**src/design/gcd_pkg.sv**
```systemverilog
// Purpose: shared constants and types for the port C / port D data register block
// Assumes: AXI4-Lite register access, 32-bit data, one aligned word per register
// Notes: printed offsets are register indices; byte address is four times the index
//
// Functional notes
// - port C data register is 8 bits read/write, bit k is pin k latch.
// - mode code 00 alternate, 01 output, 10 input pull-up, 11 input no pull-up.
// - port C read in output or alternate mode returns the latch bit.
// - any pin in an input mode reads its sampled pin level.
// - in output mode a write updates the latch and drives the pin.
// - in alternate or input modes a write updates only the latch, pin unchanged.
// - power-on reset clears port C to zero, pins start as input with pull-up.
// - both registers keep contents through standby, sleep and manual reset.
// - port D has six read/write bits (7,5,3,2,1,0) and read-only bits 6, 4.
// - power-on reset clears port D writable bits, pins start input with pull-up.
// - port D writable bits read the latch in output or alternate mode.
// - port D bits 6 and 4 read zero unless in an input mode.
// - writes to port D bits 4 and 6 are always discarded.
// - each pin's pull-up is enabled only through mode code 10, input pull-up.
package gcd_pkg;
  localparam int unsigned GCD_PORT_W = 8;
  localparam int unsigned GCD_MODE_W = 2 * GCD_PORT_W;
  // register indices; byte address is index times four
  localparam logic [31:0] GCD_PORT_C_IDX = 32'h0400_0124;
  localparam logic [31:0] GCD_PORT_D_IDX = 32'h0400_0126;
  localparam logic [31:0] GCD_MODE_C_IDX = 32'h0400_0140;
  localparam logic [31:0] GCD_MODE_D_IDX = 32'h0400_0141;
  localparam logic [7:0] GCD_PORT_C_RW = 8'hFF;
  localparam logic [7:0] GCD_PORT_D_RW = 8'hAF;
  localparam logic [7:0] GCD_DATA_RST = 8'h00;
  localparam logic [15:0] GCD_MODE_RST = 16'hAAAA;
  localparam logic [1:0] GCD_RESP_OKAY = 2'h0;
  localparam logic [1:0] GCD_RESP_SLVERR = 2'h2;

  typedef enum logic [1:0] {GCD_MODE_ALT, GCD_MODE_OUT, GCD_MODE_IN_PU, GCD_MODE_IN_NOPU} gcd_mode_t;

  function automatic logic [31:0] gcd_byte_addr(input logic [31:0] idx);
    gcd_byte_addr = {idx[29:0], 2'b00};
  endfunction
endpackage

```
**src/design/gcd_bank_if.sv**
```systemverilog
// Purpose: carrier between the register front end and one pin bank
// Assumes: single clock domain
// Notes: rd_data is combinational, the pin outputs are registered in the bank
`timescale 1ns/1ns
interface gcd_bank_if #(parameter int unsigned W = 8);
  logic [2*W-1:0] mode;
  logic wr_en;
  logic [W-1:0] wr_data;
  logic [W-1:0] rd_data;
  logic [W-1:0] pin_o;
  logic [W-1:0] pin_oe;
  logic [W-1:0] pull_en;
  modport bank (input mode, input wr_en, input wr_data, output rd_data, output pin_o, output pin_oe,
                output pull_en);
  modport ctrl (output mode, output wr_en, output wr_data, input rd_data, input pin_o, input pin_oe,
                input pull_en);
endinterface

```
**src/design/gcd_pin_bank.sv**
```systemverilog
// Purpose: one port's data latch, pin synchroniser, read selection and pin drive
// Assumes: mode vector holds two bits per pin, pin k at bits 2k+1:2k
// Notes: RW_MASK marks writable pins; other pins are input-only
`timescale 1ns/1ns
module gcd_pin_bank
  import gcd_pkg::*;
#(
  parameter int unsigned W = GCD_PORT_W,
  parameter logic [GCD_PORT_W-1:0] RW_MASK = GCD_PORT_C_RW
)
(
  input wire logic sys_clk,
  input wire logic reset,
  input wire logic [W-1:0] pin_i,
  gcd_bank_if.bank bus
);
  if (W != GCD_PORT_W)
  begin : g_bad_width
    $error("gcd_pin_bank: W must equal the port width");
  end

  logic [W-1:0] pin_s1_r;
  logic [W-1:0] pin_s2_r;
  logic [W-1:0] latch_r;
  logic [W-1:0] latch_nxt;
  logic [W-1:0] pin_o_r;
  logic [W-1:0] pin_oe_r;
  logic [W-1:0] pull_en_r;
  wire [W-1:0] in_mask;
  wire [W-1:0] out_mask;
  wire [W-1:0] pu_mask;

  function automatic logic [W-1:0] mode_mask(input logic [2*W-1:0] mode, input gcd_mode_t code);
    logic [W-1:0] m;
    m = '0;
    for (int k = 0; k < W; k++)
    begin
      m[k] = (gcd_mode_t'(mode[2*k +: 2]) == code);
    end
    mode_mask = m;
  endfunction

  ////////////////////////////////////////////////////////////////////////////
  // mode decode
  assign in_mask = mode_mask(bus.mode, GCD_MODE_IN_PU) | mode_mask(bus.mode, GCD_MODE_IN_NOPU);
  assign out_mask = mode_mask(bus.mode, GCD_MODE_OUT) & RW_MASK;
  assign pu_mask = mode_mask(bus.mode, GCD_MODE_IN_PU);

  ////////////////////////////////////////////////////////////////////////////
  // read selection: input modes see the pin, else latch, input-only pins else 0
  assign bus.rd_data = (in_mask & pin_s2_r) | (~in_mask & RW_MASK & latch_r);

  // read-only bits never store anything
  assign latch_nxt = bus.wr_en ? ((latch_r & ~RW_MASK) | (bus.wr_data & RW_MASK)) : latch_r;

  ////////////////////////////////////////////////////////////////////////////
  always_ff @(posedge sys_clk)
  begin
    pin_s1_r <= pin_i;
    pin_s2_r <= pin_s1_r;
  end

  // only power-on reset touches the latch; low power and manual reset have no input here
  always_ff @(posedge sys_clk)
  begin
    if (reset)
    begin
      latch_r <= GCD_DATA_RST;
    end
    else
    begin
      latch_r <= latch_nxt;
    end
  end

  always_ff @(posedge sys_clk)
  begin
    if (reset)
    begin
      pin_o_r <= GCD_DATA_RST;
      pin_oe_r <= '0;
      pull_en_r <= '1;
    end
    else
    begin
      pin_o_r <= latch_r;
      pin_oe_r <= out_mask;
      pull_en_r <= pu_mask;
    end
  end

  assign bus.pin_o = pin_o_r;
  assign bus.pin_oe = pin_oe_r;
  assign bus.pull_en = pull_en_r;

  ////////////////////////////////////////////////////////////////////////////
  property p_rd_pin;
    @(posedge sys_clk) disable iff (reset)
    ((bus.rd_data ^ $past(pin_i, 2)) & in_mask) == '0;
  endproperty
  a_rd_pin: assert property (p_rd_pin) else $error("input-mode read not the pin level");

  property p_rd_latch;
    @(posedge sys_clk) disable iff (reset)
    bus.wr_en |=> ((bus.rd_data ^ $past(bus.wr_data)) & ~in_mask & RW_MASK) == '0;
  endproperty
  a_rd_latch: assert property (p_rd_latch) else $error("non-input read not the written latch");

  property p_ro_zero;
    @(posedge sys_clk) disable iff (reset)
    (bus.rd_data & ~in_mask & ~RW_MASK) == '0;
  endproperty
  a_ro_zero: assert property (p_ro_zero) else $error("input-only bit not low outside input");

  property p_ro_discard;
    @(posedge sys_clk) disable iff (reset)
    bus.wr_en |=> (latch_r & ~RW_MASK) == '0;
  endproperty
  a_ro_discard: assert property (p_ro_discard) else $error("write stored into input-only bit");

  property p_hold;
    @(posedge sys_clk) disable iff (reset)
    !bus.wr_en |=> $stable(latch_r);
  endproperty
  a_hold: assert property (p_hold) else $error("latch changed without a write");

  property p_drive;
    @(posedge sys_clk) disable iff (reset)
    bus.wr_en && $stable(bus.mode) ##1 $stable(bus.mode) |=>
      ((bus.pin_o ^ $past(bus.wr_data, 2)) & bus.pin_oe) == '0;
  endproperty
  a_drive: assert property (p_drive) else $error("written value not driven in output mode");

  property p_no_drive;
    @(posedge sys_clk) disable iff (reset)
    (bus.pin_oe & ~$past(out_mask)) == '0;
  endproperty
  a_no_drive: assert property (p_no_drive) else $error("pin driven outside output mode");

  property p_pull;
    @(posedge sys_clk) disable iff (reset)
    $stable(bus.mode) |=> bus.pull_en == $past(pu_mask);
  endproperty
  a_pull: assert property (p_pull) else $error("pull-up enable not following mode");

  property p_por_clear;
    @(posedge sys_clk) disable iff (reset)
    $fell(reset) |-> latch_r == GCD_DATA_RST && bus.pull_en == '1;
  endproperty
  a_por_clear: assert property (p_por_clear) else $error("latch not cleared by power-on reset");
endmodule

```
**src/design/gcd_port_cd.sv**
```systemverilog
// Purpose: AXI4-Lite register front end for the port C and port D data registers
// Assumes: reset is the power-on reset; one write and one read in flight at most
// Notes: mode registers stand in for the pin-function controller's per-pin codes
`timescale 1ns/1ns
module gcd_port_cd
(
  input wire logic sys_clk,
  input wire logic reset,
  input wire logic [31:0] s_axi_awaddr,
  input wire logic [2:0] s_axi_awprot,
  input wire logic s_axi_awvalid,
  output logic s_axi_awready,
  input wire logic [31:0] s_axi_wdata,
  input wire logic [3:0] s_axi_wstrb,
  input wire logic s_axi_wvalid,
  output logic s_axi_wready,
  output logic [1:0] s_axi_bresp,
  output logic s_axi_bvalid,
  input wire logic s_axi_bready,
  input wire logic [31:0] s_axi_araddr,
  input wire logic [2:0] s_axi_arprot,
  input wire logic s_axi_arvalid,
  output logic s_axi_arready,
  output logic [31:0] s_axi_rdata,
  output logic [1:0] s_axi_rresp,
  output logic s_axi_rvalid,
  input wire logic s_axi_rready,
  input wire logic [gcd_pkg::GCD_PORT_W-1:0] port_c_pin_i,
  output logic [gcd_pkg::GCD_PORT_W-1:0] port_c_pin_o,
  output logic [gcd_pkg::GCD_PORT_W-1:0] port_c_pin_oe,
  output logic [gcd_pkg::GCD_PORT_W-1:0] port_c_pull_en,
  input wire logic [gcd_pkg::GCD_PORT_W-1:0] port_d_pin_i,
  output logic [gcd_pkg::GCD_PORT_W-1:0] port_d_pin_o,
  output logic [gcd_pkg::GCD_PORT_W-1:0] port_d_pin_oe,
  output logic [gcd_pkg::GCD_PORT_W-1:0] port_d_pull_en
);
  import gcd_pkg::*;

  localparam int unsigned PW = GCD_PORT_W;
  localparam int unsigned MW = GCD_MODE_W;

  gcd_bank_if #(.W(PW)) c_if ();
  gcd_bank_if #(.W(PW)) d_if ();

  // write channel state
  logic awready_r;
  logic wready_r;
  logic bvalid_r;
  logic [1:0] bresp_r;
  logic [31:0] awaddr_r;
  logic [31:0] wdata_r;
  logic [3:0] wstrb_r;
  // read channel state
  logic arready_r;
  logic rvalid_r;
  logic [1:0] rresp_r;
  logic [31:0] rdata_r;
  // per-pin mode codes, two bits a pin
  logic [MW-1:0] mode_c_r;
  logic [MW-1:0] mode_d_r;
  logic [MW-1:0] mode_c_nxt;
  logic [MW-1:0] mode_d_nxt;

  function automatic logic hit(input logic [31:0] addr, input logic [31:0] idx);
    hit = (addr == gcd_byte_addr(idx));
  endfunction

  function automatic logic [MW-1:0] mode_merge(input logic [MW-1:0] old, input logic [31:0] data,
                                               input logic [3:0] strb);
    logic [MW-1:0] m;
    m = old;
    for (int b = 0; b < MW / 8; b++)
    begin
      if (strb[b])
      begin
        m[8*b +: 8] = data[8*b +: 8];
      end
    end
    mode_merge = m;
  endfunction

  ////////////////////////////////////////////////////////////////////////////
  // write decode
  wire aw_fire = s_axi_awvalid && awready_r;
  wire w_fire = s_axi_wvalid && wready_r;
  wire b_fire = bvalid_r && s_axi_bready;
  // both halves held and no answer pending: perform the write this cycle
  wire wr_go = !awready_r && !wready_r && !bvalid_r;
  wire wr_hit_c = hit(awaddr_r, GCD_PORT_C_IDX);
  wire wr_hit_d = hit(awaddr_r, GCD_PORT_D_IDX);
  wire wr_hit_mc = hit(awaddr_r, GCD_MODE_C_IDX);
  wire wr_hit_md = hit(awaddr_r, GCD_MODE_D_IDX);
  wire wr_hit = wr_hit_c || wr_hit_d || wr_hit_mc || wr_hit_md;

  // data registers hold one byte; only lane 0 reaches them
  assign c_if.wr_en = wr_go && wr_hit_c && wstrb_r[0];
  assign d_if.wr_en = wr_go && wr_hit_d && wstrb_r[0];
  assign c_if.wr_data = wdata_r[PW-1:0];
  assign d_if.wr_data = wdata_r[PW-1:0];
  assign mode_c_nxt = (wr_go && wr_hit_mc) ? mode_merge(mode_c_r, wdata_r, wstrb_r) : mode_c_r;
  assign mode_d_nxt = (wr_go && wr_hit_md) ? mode_merge(mode_d_r, wdata_r, wstrb_r) : mode_d_r;
  assign c_if.mode = mode_c_r;
  assign d_if.mode = mode_d_r;

  ////////////////////////////////////////////////////////////////////////////
  // read decode
  wire ar_fire = s_axi_arvalid && arready_r;
  wire r_fire = rvalid_r && s_axi_rready;
  wire rd_hit_c = hit(s_axi_araddr, GCD_PORT_C_IDX);
  wire rd_hit_d = hit(s_axi_araddr, GCD_PORT_D_IDX);
  wire rd_hit_mc = hit(s_axi_araddr, GCD_MODE_C_IDX);
  wire rd_hit_md = hit(s_axi_araddr, GCD_MODE_D_IDX);
  wire rd_hit = rd_hit_c || rd_hit_d || rd_hit_mc || rd_hit_md;
  // upper bits read as zero
  wire [31:0] rd_word = ({32{rd_hit_c}} & {{(32-PW){1'b0}}, c_if.rd_data})
                      | ({32{rd_hit_d}} & {{(32-PW){1'b0}}, d_if.rd_data})
                      | ({32{rd_hit_mc}} & {{(32-MW){1'b0}}, mode_c_r})
                      | ({32{rd_hit_md}} & {{(32-MW){1'b0}}, mode_d_r});

  ////////////////////////////////////////////////////////////////////////////
  // write address and data are taken in either order, response follows both
  always_ff @(posedge sys_clk)
  begin
    if (reset)
    begin
      awready_r <= 1'b1;
      wready_r <= 1'b1;
      bvalid_r <= 1'b0;
      bresp_r <= GCD_RESP_OKAY;
      awaddr_r <= '0;
      wdata_r <= '0;
      wstrb_r <= '0;
    end
    else
    begin
      if (aw_fire)
      begin
        awready_r <= 1'b0;
        awaddr_r <= s_axi_awaddr;
      end
      if (w_fire)
      begin
        wready_r <= 1'b0;
        wdata_r <= s_axi_wdata;
        wstrb_r <= s_axi_wstrb;
      end
      if (wr_go)
      begin
        bvalid_r <= 1'b1;
        bresp_r <= wr_hit ? GCD_RESP_OKAY : GCD_RESP_SLVERR;
      end
      if (b_fire)
      begin
        bvalid_r <= 1'b0;
        awready_r <= 1'b1;
        wready_r <= 1'b1;
      end
    end
  end

  always_ff @(posedge sys_clk)
  begin
    if (reset)
    begin
      arready_r <= 1'b1;
      rvalid_r <= 1'b0;
      rresp_r <= GCD_RESP_OKAY;
      rdata_r <= '0;
    end
    else if (ar_fire)
    begin
      arready_r <= 1'b0;
      rvalid_r <= 1'b1;
      rresp_r <= rd_hit ? GCD_RESP_OKAY : GCD_RESP_SLVERR;
      rdata_r <= rd_word;
    end
    else if (r_fire)
    begin
      arready_r <= 1'b1;
      rvalid_r <= 1'b0;
    end
  end

  // pins come up as inputs with pull-up after power-on reset
  always_ff @(posedge sys_clk)
  begin
    if (reset)
    begin
      mode_c_r <= GCD_MODE_RST;
      mode_d_r <= GCD_MODE_RST;
    end
    else
    begin
      mode_c_r <= mode_c_nxt;
      mode_d_r <= mode_d_nxt;
    end
  end

  ////////////////////////////////////////////////////////////////////////////
  gcd_pin_bank #(.W(PW), .RW_MASK(GCD_PORT_C_RW)) u_bank_c
  (
    .sys_clk (sys_clk),
    .reset (reset),
    .pin_i (port_c_pin_i),
    .bus (c_if.bank)
  );

  // bits 6 and 4 are input-only pins
  gcd_pin_bank #(.W(PW), .RW_MASK(GCD_PORT_D_RW)) u_bank_d
  (
    .sys_clk (sys_clk),
    .reset (reset),
    .pin_i (port_d_pin_i),
    .bus (d_if.bank)
  );

  assign s_axi_awready = awready_r;
  assign s_axi_wready = wready_r;
  assign s_axi_bvalid = bvalid_r;
  assign s_axi_bresp = bresp_r;
  assign s_axi_arready = arready_r;
  assign s_axi_rvalid = rvalid_r;
  assign s_axi_rresp = rresp_r;
  assign s_axi_rdata = rdata_r;
  assign port_c_pin_o = c_if.pin_o;
  assign port_c_pin_oe = c_if.pin_oe;
  assign port_c_pull_en = c_if.pull_en;
  assign port_d_pin_o = d_if.pin_o;
  assign port_d_pin_oe = d_if.pin_oe;
  assign port_d_pull_en = d_if.pull_en;

  ////////////////////////////////////////////////////////////////////////////
  property p_write_answer;
    @(posedge sys_clk) disable iff (reset)
    wr_go |=> s_axi_bvalid && !s_axi_awready && !s_axi_wready;
  endproperty
  a_write_answer: assert property (p_write_answer) else $error("write response missing after both halves");

  property p_read_answer;
    @(posedge sys_clk) disable iff (reset)
    ar_fire && rd_hit_c |=> s_axi_rvalid && s_axi_rdata[31:PW] == '0 && s_axi_rresp == GCD_RESP_OKAY;
  endproperty
  a_read_answer: assert property (p_read_answer) else $error("port data read not answered as a byte");

  property p_d_write_mask;
    @(posedge sys_clk) disable iff (reset)
    ar_fire && rd_hit_d && mode_d_r == '0 |=> (s_axi_rdata[PW-1:0] & ~GCD_PORT_D_RW) == '0;
  endproperty
  a_d_write_mask: assert property (p_d_write_mask) else $error("port D input-only bits read nonzero");

  property p_por_modes;
    @(posedge sys_clk) disable iff (reset)
    $fell(reset) |-> mode_c_r == GCD_MODE_RST && mode_d_r == GCD_MODE_RST;
  endproperty
  a_por_modes: assert property (p_por_modes) else $error("pins not input with pull-up after reset");

  property p_aw_take;
    @(posedge sys_clk) disable iff (reset)
    aw_fire && w_fire
      |=> !s_axi_awready && !s_axi_wready;
  endproperty
  a_aw_take: assert property (p_aw_take) else $error("write channels open after take");

  property p_b_time;
    @(posedge sys_clk) disable iff (reset)
    aw_fire && w_fire
      |=> !s_axi_bvalid ##1 s_axi_bvalid;
  endproperty
  a_b_time: assert property (p_b_time) else $error("write response not two cycles after take");

  property p_aw_stall;
    @(posedge sys_clk) disable iff (reset)
    s_axi_bvalid
      |-> !s_axi_awready && !s_axi_wready;
  endproperty
  a_aw_stall: assert property (p_aw_stall) else $error("write taken while response pending");

  property p_ar_stall;
    @(posedge sys_clk) disable iff (reset)
    s_axi_rvalid
      |-> !s_axi_arready;
  endproperty
  a_ar_stall: assert property (p_ar_stall) else $error("read taken while data pending");

  property p_b_release;
    @(posedge sys_clk) disable iff (reset)
    b_fire
      |=> !s_axi_bvalid && s_axi_awready && s_axi_wready;
  endproperty
  a_b_release: assert property (p_b_release) else $error("write side not idle after response");

  property p_r_release;
    @(posedge sys_clk) disable iff (reset)
    r_fire
      |=> !s_axi_rvalid && s_axi_arready;
  endproperty
  a_r_release: assert property (p_r_release) else $error("read side not idle after data");

  property p_r_answer;
    @(posedge sys_clk) disable iff (reset)
    ar_fire
      |=> s_axi_rvalid && !s_axi_arready;
  endproperty
  a_r_answer: assert property (p_r_answer) else $error("read data not one cycle after take");

  property p_bad_write;
    @(posedge sys_clk) disable iff (reset)
    wr_go && !wr_hit
      |=> s_axi_bresp == GCD_RESP_SLVERR;
  endproperty
  a_bad_write: assert property (p_bad_write) else $error("unmapped write not refused");

  property p_bad_read;
    @(posedge sys_clk) disable iff (reset)
    ar_fire && !rd_hit
      |=> s_axi_rresp == GCD_RESP_SLVERR && s_axi_rdata == '0;
  endproperty
  a_bad_read: assert property (p_bad_read) else $error("unmapped read not refused");

  property p_d_byte;
    @(posedge sys_clk) disable iff (reset)
    ar_fire && rd_hit_d
      |=> s_axi_rdata[31:PW] == '0 && s_axi_rresp == GCD_RESP_OKAY;
  endproperty
  a_d_byte: assert property (p_d_byte) else $error("port D read not answered as a byte");

  property p_mode_hold;
    @(posedge sys_clk) disable iff (reset)
    !(wr_go && (wr_hit_mc || wr_hit_md))
      |=> $stable(mode_c_r) && $stable(mode_d_r);
  endproperty
  a_mode_hold: assert property (p_mode_hold) else $error("mode codes changed without a write");

  property p_ro_undriven;
    @(posedge sys_clk) disable iff (reset)
    (port_d_pin_oe & ~GCD_PORT_D_RW) == '0
      && (port_c_pin_oe & ~GCD_PORT_C_RW) == '0;
  endproperty
  a_ro_undriven: assert property (p_ro_undriven) else $error("input-only pin driven");

  property p_reset_idle;
    @(posedge sys_clk) disable iff (reset)
    $fell(reset) |-> s_axi_awready && s_axi_wready && s_axi_arready
      && !s_axi_bvalid && !s_axi_rvalid && port_c_pin_oe == '0;
  endproperty
  a_reset_idle: assert property (p_reset_idle) else $error("bus or pins not idle after reset");
endmodule

```
**config.mk**
```make
export PLATFORM = sky130hd
export DESIGN_NAME = gcd_port_cd
export DESIGN_NICKNAME = d
export VERILOG_FILES = /design/src/design/gcd_pkg.sv /design/src/design/gcd_bank_if.sv /design/src/design/gcd_pin_bank.sv /design/src/design/gcd_port_cd.sv
export SDC_FILE = /design/constraint.sdc
export NUM_CORES = 1
export LEC_CHECK = 0
export ABC_CLOCK_PERIOD_IN_PS = 1860
export BUFFER_PORTS_ARGS = -buffer_cell sky130_fd_sc_hd__buf_2
export CAP_MARGIN = 5
export CORE_UTILIZATION = 46
export DETAILED_ROUTE_END_ITERATION = 16
export PLACE_DENSITY = 0.76
export SLEW_MARGIN = 10
export SYNTH_ARGS = -nofsm -noshare
export SYNTH_HDL_FRONTEND = slang
export SYNTH_SLANG_ARGS = --single-unit
```
**constraint.sdc**
```tcl
create_clock -name sys_clk -period 1.86 [get_ports sys_clk]
set_input_delay 0.279 -clock sys_clk [delete_from_list [all_inputs] [get_ports sys_clk]]
set_output_delay 0.279 -clock sys_clk [all_outputs]
set_load 0.05 [all_outputs]
```
==> results of run 1 <==
critical path, delay by kind of cell (launching register included):
family	cells	cell delay, ns
buffers and inverters	2	0.35
AND/OR/NAND/NOR	4	0.80
flip-flops	1	0.34
multiplexers	1	0.20
synthesized netlist by cell type, types with 6 or more instances:
cell / number / area (sq um)
sky130_fd_sc_hd__nor4_1: 9 / 56.3
sky130_fd_sc_hd__o21ai_0: 7 / 35.0
sky130_fd_sc_hd__nor2b_1: 9 / 56.3
sky130_fd_sc_hd__inv_1: 33 / 124
sky130_fd_sc_hd__nand2_1: 132 / 495
sky130_fd_sc_hd__nor2_1: 41 / 154
sky130_fd_sc_hd__dfxtp_1: 195 / 3900
sky130_fd_sc_hd__nand3_1: 7 / 35.0
sky130_fd_sc_hd__a211oi_1: 17 / 128
sky130_fd_sc_hd__and2_1: 6 / 37.5
sky130_fd_sc_hd__a21oi_1: 68 / 340
sky130_fd_sc_hd__nor3_1: 24 / 120
sky130_fd_sc_hd__mux2i_1: 42 / 420
sky130_fd_sc_hd__a21o_1: 17 / 128
sky130_fd_sc_hd__clkbuf_1: 34 / 128
sky130_fd_sc_hd__a31oi_1: 8 / 50.1
sky130_fd_sc_hd__buf_4: 25 / 188
sky130_fd_sc_hd__nand2b_1: 28 / 175
through the flow:
step / cells / instance area [sq um] / setup slack, ns / utilization (%)
floorplan: 783 / 7250 / -0.0918 / -
global placement: 1115 / 8320 / -0.139 / 54.9
detailed placement: 1115 / 8320 / -0.182 / 54.9
CTS: 1163 / 9090 / -0.0317 / 60.0
global route: 1168 / 9240 / -0.104 / 61.0
finish: 1168 / 9240 / 0.0278 / 61.0
flip-flops by register name, indices dropped and copies added (netlist names), 2 cells and up:
name and flops:
awaddr_r 32, c_if.mode 16, d_if.mode 16, s_axi_rdata 16, wdata_r 16, u_bank_c.bus.pin_o 8, u_bank_c.bus.pin_oe 8, u_bank_c.bus.pull_en 8
u_bank_c.latch_r 8, u_bank_c.pin_s1_r 8, u_bank_c.pin_s2_r 8, u_bank_d.bus.pull_en 8, u_bank_d.pin_s1_r 8, u_bank_d.pin_s2_r 8, u_bank_d.bus.pin_o 6, u_bank_d.bus.pin_oe 6
u_bank_d.latch_r 6, wstrb_r 2
report_power, final:
group          switching (W)  total (W)  internal [W]  leakage [nW]
logic               0.000521   0.000807      0.000285          2.10
registers          0.0000817    0.00439       0.00431          1.60
clock network        0.00161    0.00366       0.00205         0.286
total                0.00221    0.00885       0.00664          3.98
path summary, 6_finish.rpt:
check	depth (start not counted)	slack, ns	endpoint	from
max	7	0.03	d_if.mode[0]	awaddr_r[15]
min	2	0.05	s_axi_awready	s_axi_awvalid
max reg2reg	7	0.03	d_if.mode[0]	awaddr_r[15]
min reg2reg	0	0.32	u_bank_c.pin_s2_r[0]	u_bank_c.pin_s1_r[0]
placed cells by master (no fill, tap or decap), drive strengths merged, types with 4 or more instances in the layout:
| cell type | netlist | routed |
|---|---|---|
| nor4 | 14 | 14 |
| nor4b | 5 | 5 |
| o21ai | 10 | 10 |
| buf | 30 | 213 |
| nor2 | 41 | 41 |
| clkbuf | 34 | 20 |
| a21o | 17 | 17 |
| nand4 | 5 | 5 |
| nor2b | 9 | 9 |
| a21oi | 68 | 68 |
| dlygate4sd3 | 0 | 16 |
| a31oi | 8 | 8 |
| conb | 1 | 22 |
| dfxtp | 195 | 195 |
| nand3 | 7 | 7 |
| o31a | 4 | 4 |
| nand2b | 28 | 28 |
| o31ai | 4 | 4 |
| nor3 | 24 | 24 |
| mux2i | 42 | 42 |
| inv | 33 | 38 |
| and2 | 6 | 6 |
| a211oi | 20 | 20 |
| nand2 | 132 | 132 |
metal layers:
metal  GRT usage (%)  wire, um  part of all wire [%]
met1            27.7      7900                    47
met2            34.7      7790                    47
met3            4.63       824                   4.9
met4            6.95       204                   1.2
met5               0         0                     0
timing repair:
item	in CTS	in global routing
endpoints found under the setup margin	14	36
buffers inserted	0	5
hold buffers	16	0
endpoints found under the hold margin	16	0
pin swaps	1	13
resized for setup	3	24
layout make-up:
type                       instances  area share, %
inverter                          33           1.34
clock buffer                      20           4.84
tap                              188           2.55
sequential                       195           42.4
timing repair buffer             229           15.3
clock inverter                    12           1.60
multi-input combinational        491           31.9
cells by family (layout without fill, tap and decap cells):
group                  Yosys count  count (layout)  synth area share (%)
buffers and inverters           97             294                  6.53
muxes                           45              45                  6.39
other                            1              22                0.0528
AOI/OAI and AO/OA              142             142                  12.4
DFF                            195             195                  54.9
and+or+nand+nor                282             282                  19.7
==> metrics.txt, run 1 <==
skew final 0.0150 ns; vias per cell 4.96; number of max-slew violations in the final report 0; number of warnings issued by yosys 0; Max Cap Viol 0; Req. time, crit path 2.15 ns; status complete, but fails checks; share of the clock period used by the worst path 98.5%; areal power density over the cells 958 mW/mm^2; failing checks DRC; total CTS buffers 17; RD Place Congestion 0.803; fraction of layout cells with a size suffix above 1 28.3%; count of flip-flops with a built-in enable after synthesis 0; maximum clock frequency 0.546 GHz; sequential fraction of the synthesis area 54.9%; area of combinational cells with multiple inputs 0.00295 sq mm; number of levels in the clock H-tree 4; Crit. End Element flip-flop; most used cell along the critical path sky130_fd_sc_hd__nor4_4; Most used DFF post-synth sky130_fd_sc_hd__dfxtp_1; count of cell types in the netlist 43; Overall Global Routing Usage 21.2%; clock period minus worst slack 1.83 ns; Mapped Cells 762; effective utilization at floorplan 46.9%; max incr delay on CP 0.36 ns; wire length of the first global-routing pass 26400 um; DRC violations left 2; kind of critical path flip-flop to flip-flop; Max stage delay cell, worst path sky130_fd_sc_hd__nor4_4; CTS root buf sky130_fd_sc_hd__clkbuf_16; transition at the pin with the smallest max-transition slack 0.724 ns; TritonCTS clock tree yes; summed negative setup slack over all endpoints 0 ns; I/O Pins 218; clock-pin transition on the worst setup and hold timing paths 0.07 ns; number of antenna violations at the first check in global routing 0; type of the tightest min-delay check input pin to flip-flop; Cell Area, Synth 0.00711 sq mm; number of synthesized register bits 195; die area 0.0159 sq mm; initial drt markers 435; number of global-route vias before repair 5293; Clock Path Buffers 2; critical-path maximum fanout 8; fillcell total 1302; antenna diode count 0; Async SR Flop Fraction 0%; Die X-Extent 126 um; Startpoint Class flip-flop; Sequential Area 0.00392 sq mm; final number of setup-violating endpoints 0; count of input and output buffers 171; tightest slew margin relative to the limit 51.6%; detailed placement HPWL 12000 um; number of failing hold endpoints at the final stage 0; mean post-synth cell area 9.32 sq um; maximum ir drop on the vdd rail 0.000682 V; relative area change from synthesis to final layout 30.0%; Power Total 0.00885 W; Skew-Pair Late Insertion Delay 0.43 ns; routed wirelength normalized by instance count 14.3 um; Net count, final 1096; leakage dissipation 3.98 nW; largest net degree at the start of global routing 59; clk sinks 195; area inside the core boundary 0.0151 sq mm; standard-cell row count 45; crit path DAT 2.12 ns; RSZ-0062 raised after global routing yes; residual overflow from global routing 0; worst hold-check slack 0.0547 ns; total number of vias 5796; floorplan die height 126 um; cells traversed along the worst timing path nor4_4 > nand4_1 > buf_6 > nor4_4 > buf_12 > mux2i_1 > nor2_1; DRT Pass-1 Iters 11; sum of routed wire length over all layers 16700 um; antenna-violating nets left 0
Note: power is estimated with default switching activity, not from simulation.
==> run 2: changes to the inputs <==
--- a/config.mk
+++ b/config.mk
@@ -10,6 +10,7 @@
 export CAP_MARGIN = 5
 export CORE_UTILIZATION = 46
 export DETAILED_ROUTE_END_ITERATION = 16
+export MAX_ROUTING_LAYER = met4
 export PLACE_DENSITY = 0.76
 export SLEW_MARGIN = 10
 export SYNTH_ARGS = -nofsm -noshare
==> metrics.txt, run 2 (synthesized netlist as in run 1, its figures left out) <==
status complete, but fails checks (unchanged); failing checks DRC (unchanged); dpl ws -0.182 ns (unchanged); number of flip-flops under the largest register name 32 (unchanged); DRC violations left 2 (unchanged); Worst Slack Setup Final 0.0248 ns (was 0.0278 ns); final number of setup-violating endpoints 0 (unchanged); number of levels in the clock H-tree 4 (unchanged); tightest slew margin relative to the limit 52.8% (was 51.6%); critical-path maximum fanout 8 (unchanged); relative area change from synthesis to final layout 30.1% (was 30.0%); most frequent cells in the layout sky130_fd_sc_hd__dfxtp_1 (188), sky130_fd_sc_hd__buf_2 (170), sky130_fd_sc_hd__nand2_1 (131) (unchanged); clock-pin transition on the worst setup and hold timing paths 0.07 ns (about the same); Power Total 0.00885 W (about the same); largest net degree at the start of global routing 59 (unchanged); routed wirelength normalized by instance count 14.2 um (was 14.3 um); Die X-Extent 126 um (unchanged); Req. time, crit path 2.15 ns (about the same); DRT Pass-1 Iters 10 (was 11); area inside the core boundary 0.0151 sq mm (unchanged); maximum ir drop on the vdd rail 0.000680 V (was 0.000682 V); transition at the pin with the smallest max-transition slack 0.707 ns (was 0.724 ns); total number of vias 5772 (was 5796); count of placed standard cells including taps 1115 (unchanged); number of antenna violations at the first check in global routing 0 (unchanged); clk sinks 195 (unchanged); max incr delay on CP 0.36 ns (about the same); Clock Path Buffers 2 (unchanged); number of global-route vias before repair 5303 (was 5293); Skew-Pair Late Insertion Delay 0.43 ns (about the same); Max Cap Viol 0 (unchanged); count of input and output buffers 171 (unchanged); initial drt markers 441 (was 435); CTS root buf sky130_fd_sc_hd__clkbuf_16 (unchanged); RD Place Congestion 0.815 (was 0.803); areal power density over the cells 957 mW/mm^2 (was 958 mW/mm^2); wire length of the first global-routing pass 26400 um (about the same); cells traversed along the worst timing path nor4_4 > nand4_1 > buf_6 > nor4_4 > buf_12 > mux2i_1 > nor2_1 (unchanged); antenna diode count 0 (unchanged); Overall Global Routing Usage 21.8% (was 21.2%); number of failing hold endpoints at the final stage 0 (unchanged); kind of critical path flip-flop to flip-flop (unchanged); sum of routed wire length over all layers 16600 um (was 16700 um); skew final 0.0146 ns (was 0.0150 ns); residual overflow from global routing 0 (unchanged); Startpoint Class flip-flop (unchanged); most common library cell in the layout ignoring fill and taps sky130_fd_sc_hd__dfxtp_1 (unchanged); standard-cell row count 45 (unchanged); Net count, final 1096 (unchanged); TritonCTS clock tree yes (unchanged); register with the most flip-flops awaddr_r (unchanged); detailed placement HPWL 12000 um (unchanged); share of the clock period used by the worst path 98.7% (was 98.5%); I/O Pins 218 (unchanged); die area 0.0159 sq mm (unchanged); Crit. End Element flip-flop (unchanged); most used cell along the critical path sky130_fd_sc_hd__nor4_4 (unchanged); type of the tightest min-delay check input pin to flip-flop (unchanged); fraction of layout cells with a size suffix above 1 28.4% (was 28.3%); floorplan die height 126 um (unchanged); total CTS buffers 17 (unchanged); maximum clock frequency 0.545 GHz (was 0.546 GHz); clock period minus worst slack 1.84 ns (was 1.83 ns); antenna-violating nets left 0 (unchanged); leakage dissipation 3.98 nW (about the same); crit path DAT 2.12 ns (about the same); number of max-slew violations in the final report 0 (unchanged); Max stage delay cell, worst path sky130_fd_sc_hd__nor4_4 (unchanged); RSZ-0062 raised after global routing yes (unchanged); Finished Layout Cells 1168 (unchanged); effective utilization at floorplan 46.9% (unchanged); vias per cell 4.94 (was 4.96)
[run 2: changes by cell type in the layout (fill, tap and decap cells not counted)]
cell,change
sky130_fd_sc_hd__nor3_4,+1
sky130_fd_sc_hd__nor3_2,-1
sky130_fd_sc_hd__a21oi_1,-1
sky130_fd_sc_hd__a21oi_2,+1
[run 2: layout make-up]
class                      count  area, sq um
fill                        1300         5900
sequential                   195         3920
multi-input combinational    491         2960
timing repair buffer         229         1420
clock buffer                  20          447
tap                          188          235
clock inverter                12          148
inverter                      33          124
[run 2: path summary, 6_finish.rpt]
check	startpoint	to	slack, ns	cells past startpoint
setup / recovery	awaddr_r[15]	d_if.mode[0]	0.02	7
hold / removal	s_axi_awvalid	s_axi_awready	0.05	2
setup reg to reg	awaddr_r[15]	d_if.mode[0]	0.02	7
hold reg to reg	u_bank_c.pin_s1_r[0]	u_bank_c.pin_s2_r[0]	0.32	0
[run 2: stage by stage]
step	setup TNS, ns	util, %	cell area, sq um	hold WS [ns]
6_report	0	61.1	9250	0.0538
5_1_grt	-1.49	61.1	9250	0.0621
4_1_cts	-0.0317	60.0	9090	0.0441
3_3_place_gp	-0.544	54.9	8320	0.312
3_5_place_dp	-0.832	54.9	8320	0.312
2_1_floorplan	-0.238	-	7250	0.307
[run 2: layer usage]
layer | track usage, % | up-vias | part of all wire [%]
li1 | - | 2954 | -
met1 | 27.7 | 2632 | 45
met2 | 34.7 | 172 | 47
met3 | 4.55 | 14 | 6.0
met4 | 6.95 | 0 | 1.2
met5 | - | - | 0
[run 2: critical path: cells and delay by family, from the launching register on]
family                 cells  cell delay, ns
AND/OR/NAND/NOR            4            0.80
multiplexers               1            0.21
buffers and inverters      2            0.35
flip-flops                 1            0.34
[run 2: report_power, final]
| part | leakage (nW) | internal [W] | switching [W] |
|---|---|---|---|
| logic | 2.10 | 0.000285 | 0.000521 |
| clock network | 0.286 | 0.00205 | 0.00161 |
| registers | 1.60 | 0.00431 | 0.0000814 |
[run 2: repair_timing]
item	4_1_cts	5_1_grt
buffers inserted	0	5
hold buffers	16	0
endpoints found under the setup margin	14	36
resized for setup	3	26
endpoints found under the hold margin	16	0
pin swaps	1	13
==> run 3: changes to the inputs <==
--- a/config.mk
+++ b/config.mk
@@ -8,6 +8,8 @@
 export ABC_CLOCK_PERIOD_IN_PS = 1860
 export BUFFER_PORTS_ARGS = -buffer_cell sky130_fd_sc_hd__buf_2
 export CAP_MARGIN = 5
+export CORE_ASPECT_RATIO = 0.8
+export CORE_MARGIN = 1.5
 export CORE_UTILIZATION = 46
 export DETAILED_ROUTE_END_ITERATION = 16
 export MAX_ROUTING_LAYER = met4
==> metrics.txt, run 3 (synthesized netlist as in run 1, its figures left out) <==
tightest slew margin relative to the limit 52.7% (was 52.8%); number of antenna violations at the first check in global routing 2 (was 0); die area 0.0162 sq mm (was 0.0159 sq mm); Req. time, crit path 2.17 ns (was 2.15 ns); Net count, final 1090 (was 1096); Startpoint Class flip-flop (unchanged); crit path DAT 2.19 ns (was 2.12 ns); standard-cell row count 40 (was 45); number of levels in the clock H-tree 4 (unchanged); register with the most flip-flops awaddr_r (unchanged); maximum ir drop on the vdd rail 0.000643 V (was 0.000680 V); TritonCTS clock tree yes (unchanged); sum of routed wire length over all layers 17200 um (was 16600 um); Skew-Pair Late Insertion Delay 0.43 ns (about the same); number of global-route vias before repair 5383 (was 5303); clock-pin transition on the worst setup and hold timing paths 0.07 ns (about the same); share of the clock period used by the worst path 101% (was 98.7%); fraction of layout cells with a size suffix above 1 27.3% (was 28.4%); Max Cap Viol 0 (unchanged); max incr delay on CP 0.33 ns (was 0.36 ns); area inside the core boundary 0.0151 sq mm (about the same); detailed placement HPWL 12000 um (about the same); cells traversed along the worst timing path nor4_2 > nand4_1 > buf_6 > nor4_4 > buf_12 > mux2i_1 > nor2_1 (was nor4_4 > nand4_1 > buf_6 > nor4_4 > buf_12 > mux2i_1 > nor2_1); total number of vias 5832 (was 5772); final number of setup-violating endpoints 1 (was 0); number of failing hold endpoints at the final stage 0 (unchanged); DRT Pass-1 Iters 5 (was 10); Clock Path Buffers 2 (unchanged); RD Place Congestion 0.856 (was 0.815); worst hold path depth 2 (unchanged); maximum clock frequency 0.534 GHz (was 0.545 GHz); areal power density over the cells 930 mW/mm^2 (was 957 mW/mm^2); total CTS buffers 17 (unchanged); skew final 0.00842 ns (was 0.0146 ns); count of placed standard cells including taps 1132 (was 1115); dpl ws -0.172 ns (was -0.182 ns); floorplan die height 114 um (was 126 um); DRC violations left 0 (was 2); number of flip-flops under the largest register name 32 (unchanged); clk sinks 195 (unchanged); Core Util, Final 60.7% (was 61.1%); number of max-slew violations in the final report 0 (unchanged); Overall Global Routing Usage 22.4% (was 21.8%); Max stage delay cell, worst path sky130_fd_sc_hd__dfxtp_1 (was sky130_fd_sc_hd__nor4_4); critical-path maximum fanout 12 (was 8); residual overflow from global routing 0 (unchanged); CTS root buf sky130_fd_sc_hd__clkbuf_16 (unchanged); most common library cell in the layout ignoring fill and taps sky130_fd_sc_hd__dfxtp_1 (unchanged); Die X-Extent 142 um (was 126 um); type of the tightest min-delay check input pin to flip-flop (unchanged); largest net degree at the start of global routing 51 (was 59); Worst Slack Setup Final -0.0143 ns (was 0.0248 ns); top routing layer in use met4 (unchanged); I/O Pins 218 (unchanged); Finished Layout Cells 1187 (was 1168); RSZ-0062 raised after global routing yes (unchanged); kind of critical path flip-flop to flip-flop (unchanged); initial drt markers 390 (was 441); R2R setup slack -0.01 ns (was 0.02 ns); relative area change from synthesis to final layout 28.8% (was 30.1%); vias per cell 4.91 (was 4.94); antenna-violating nets left 0 (unchanged); sum of routed wire segments on met1 8190 um (was 7560 um); count of input and output buffers 171 (unchanged); clock period minus worst slack 1.87 ns (was 1.84 ns); status complete, but fails checks (unchanged); transition at the pin with the smallest max-transition slack 0.708 ns (was 0.707 ns); wire length of the first global-routing pass 27300 um (was 26400 um); DR WL met3 1210 um (was 1000 um); DR WL met2 7560 um (was 7880 um); Cell Area, Placed 0.00832 sq mm (about the same); effective utilization at floorplan 47.2% (was 46.9%); leakage dissipation 3.92 nW (was 3.98 nW); Power Total 0.00851 W (was 0.00885 W); most frequent cells in the layout sky130_fd_sc_hd__dfxtp_1 (190), sky130_fd_sc_hd__buf_2 (170), sky130_fd_sc_hd__nand2_1 (131) (was sky130_fd_sc_hd__dfxtp_1 (188), sky130_fd_sc_hd__buf_2 (170), sky130_fd_sc_hd__nand2_1 (131)); Crit. End Element flip-flop (unchanged); worst reg-to-reg path cell count 7 (unchanged); routed wirelength normalized by instance count 14.5 um (was 14.2 um); failing checks setup timing (was DRC); Design Area, Final 0.00915 sq mm (was 0.00925 sq mm)
-- run 3: per-stage QoR --
step / TNS (ns) / hold WS [ns]
after floorplan: -0.238 / 0.307
after global placement: -0.531 / 0.311
after detailed placement: -1.14 / 0.312
after CTS: 0 / 0.0314
after global routing: -1.07 / 0.0681
final: -0.0143 / 0.0412
-- run 3: routing by layer --
| layer | vias up | global-route usage, % |
|---|---|---|
| met1 | 2686 | 30.1 |
| li1 | 2937 | - |
| met4 | 0 | 7.70 |
| met3 | 21 | 6.02 |
| met2 | 188 | 32.6 |
| met5 | - | - |
-- run 3: critical path, delay by kind of cell (launching register included) --
| kind | cells | cell delay (ns) |
|---|---|---|
| flops | 1 | 0.33 |
| mux | 1 | 0.23 |
| buf+inv | 2 | 0.36 |
| simple gates | 4 | 0.82 |
-- run 3: path summary, 6_finish.rpt --
path | from | to
setup reg to reg | awaddr_r[30] | d_if.mode[0]
hold / removal | s_axi_awvalid | s_axi_awready
setup / recovery | awaddr_r[30] | d_if.mode[0]
hold reg to reg | u_bank_c.pin_s1_r[3] | u_bank_c.pin_s2_r[3]
-- run 3: final cells by class --
type / count / area, sq um
diodes: 3 / 7.51
clock buffers: 21 / 450
clock inverters: 11 / 78.8
fillers: 1288 / 5910
inverters: 33 / 124
multi-input cells: 491 / 2930
flip-flops and latches: 195 / 3920
well taps: 210 / 263
repair buffers: 223 / 1380
-- run 3: what timing repair did --
| item | CTS | global route |
|---|---|---|
| setup endpoints to repair | 19 | 33 |
| hold buffers | 16 | 0 |
| cloned | 0 | 1 |
| buffers inserted | 0 | 3 |
| pin swaps | 0 | 7 |
| endpoints found under the hold margin | 16 | 0 |
| gates resized for setup | 4 | 12 |
-- run 3: where the power goes --
| part | internal (W) | switching, W |
|---|---|---|
| logic | 0.000279 | 0.000516 |
| registers | 0.00431 | 0.0000823 |
| clock network | 0.00175 | 0.00158 |
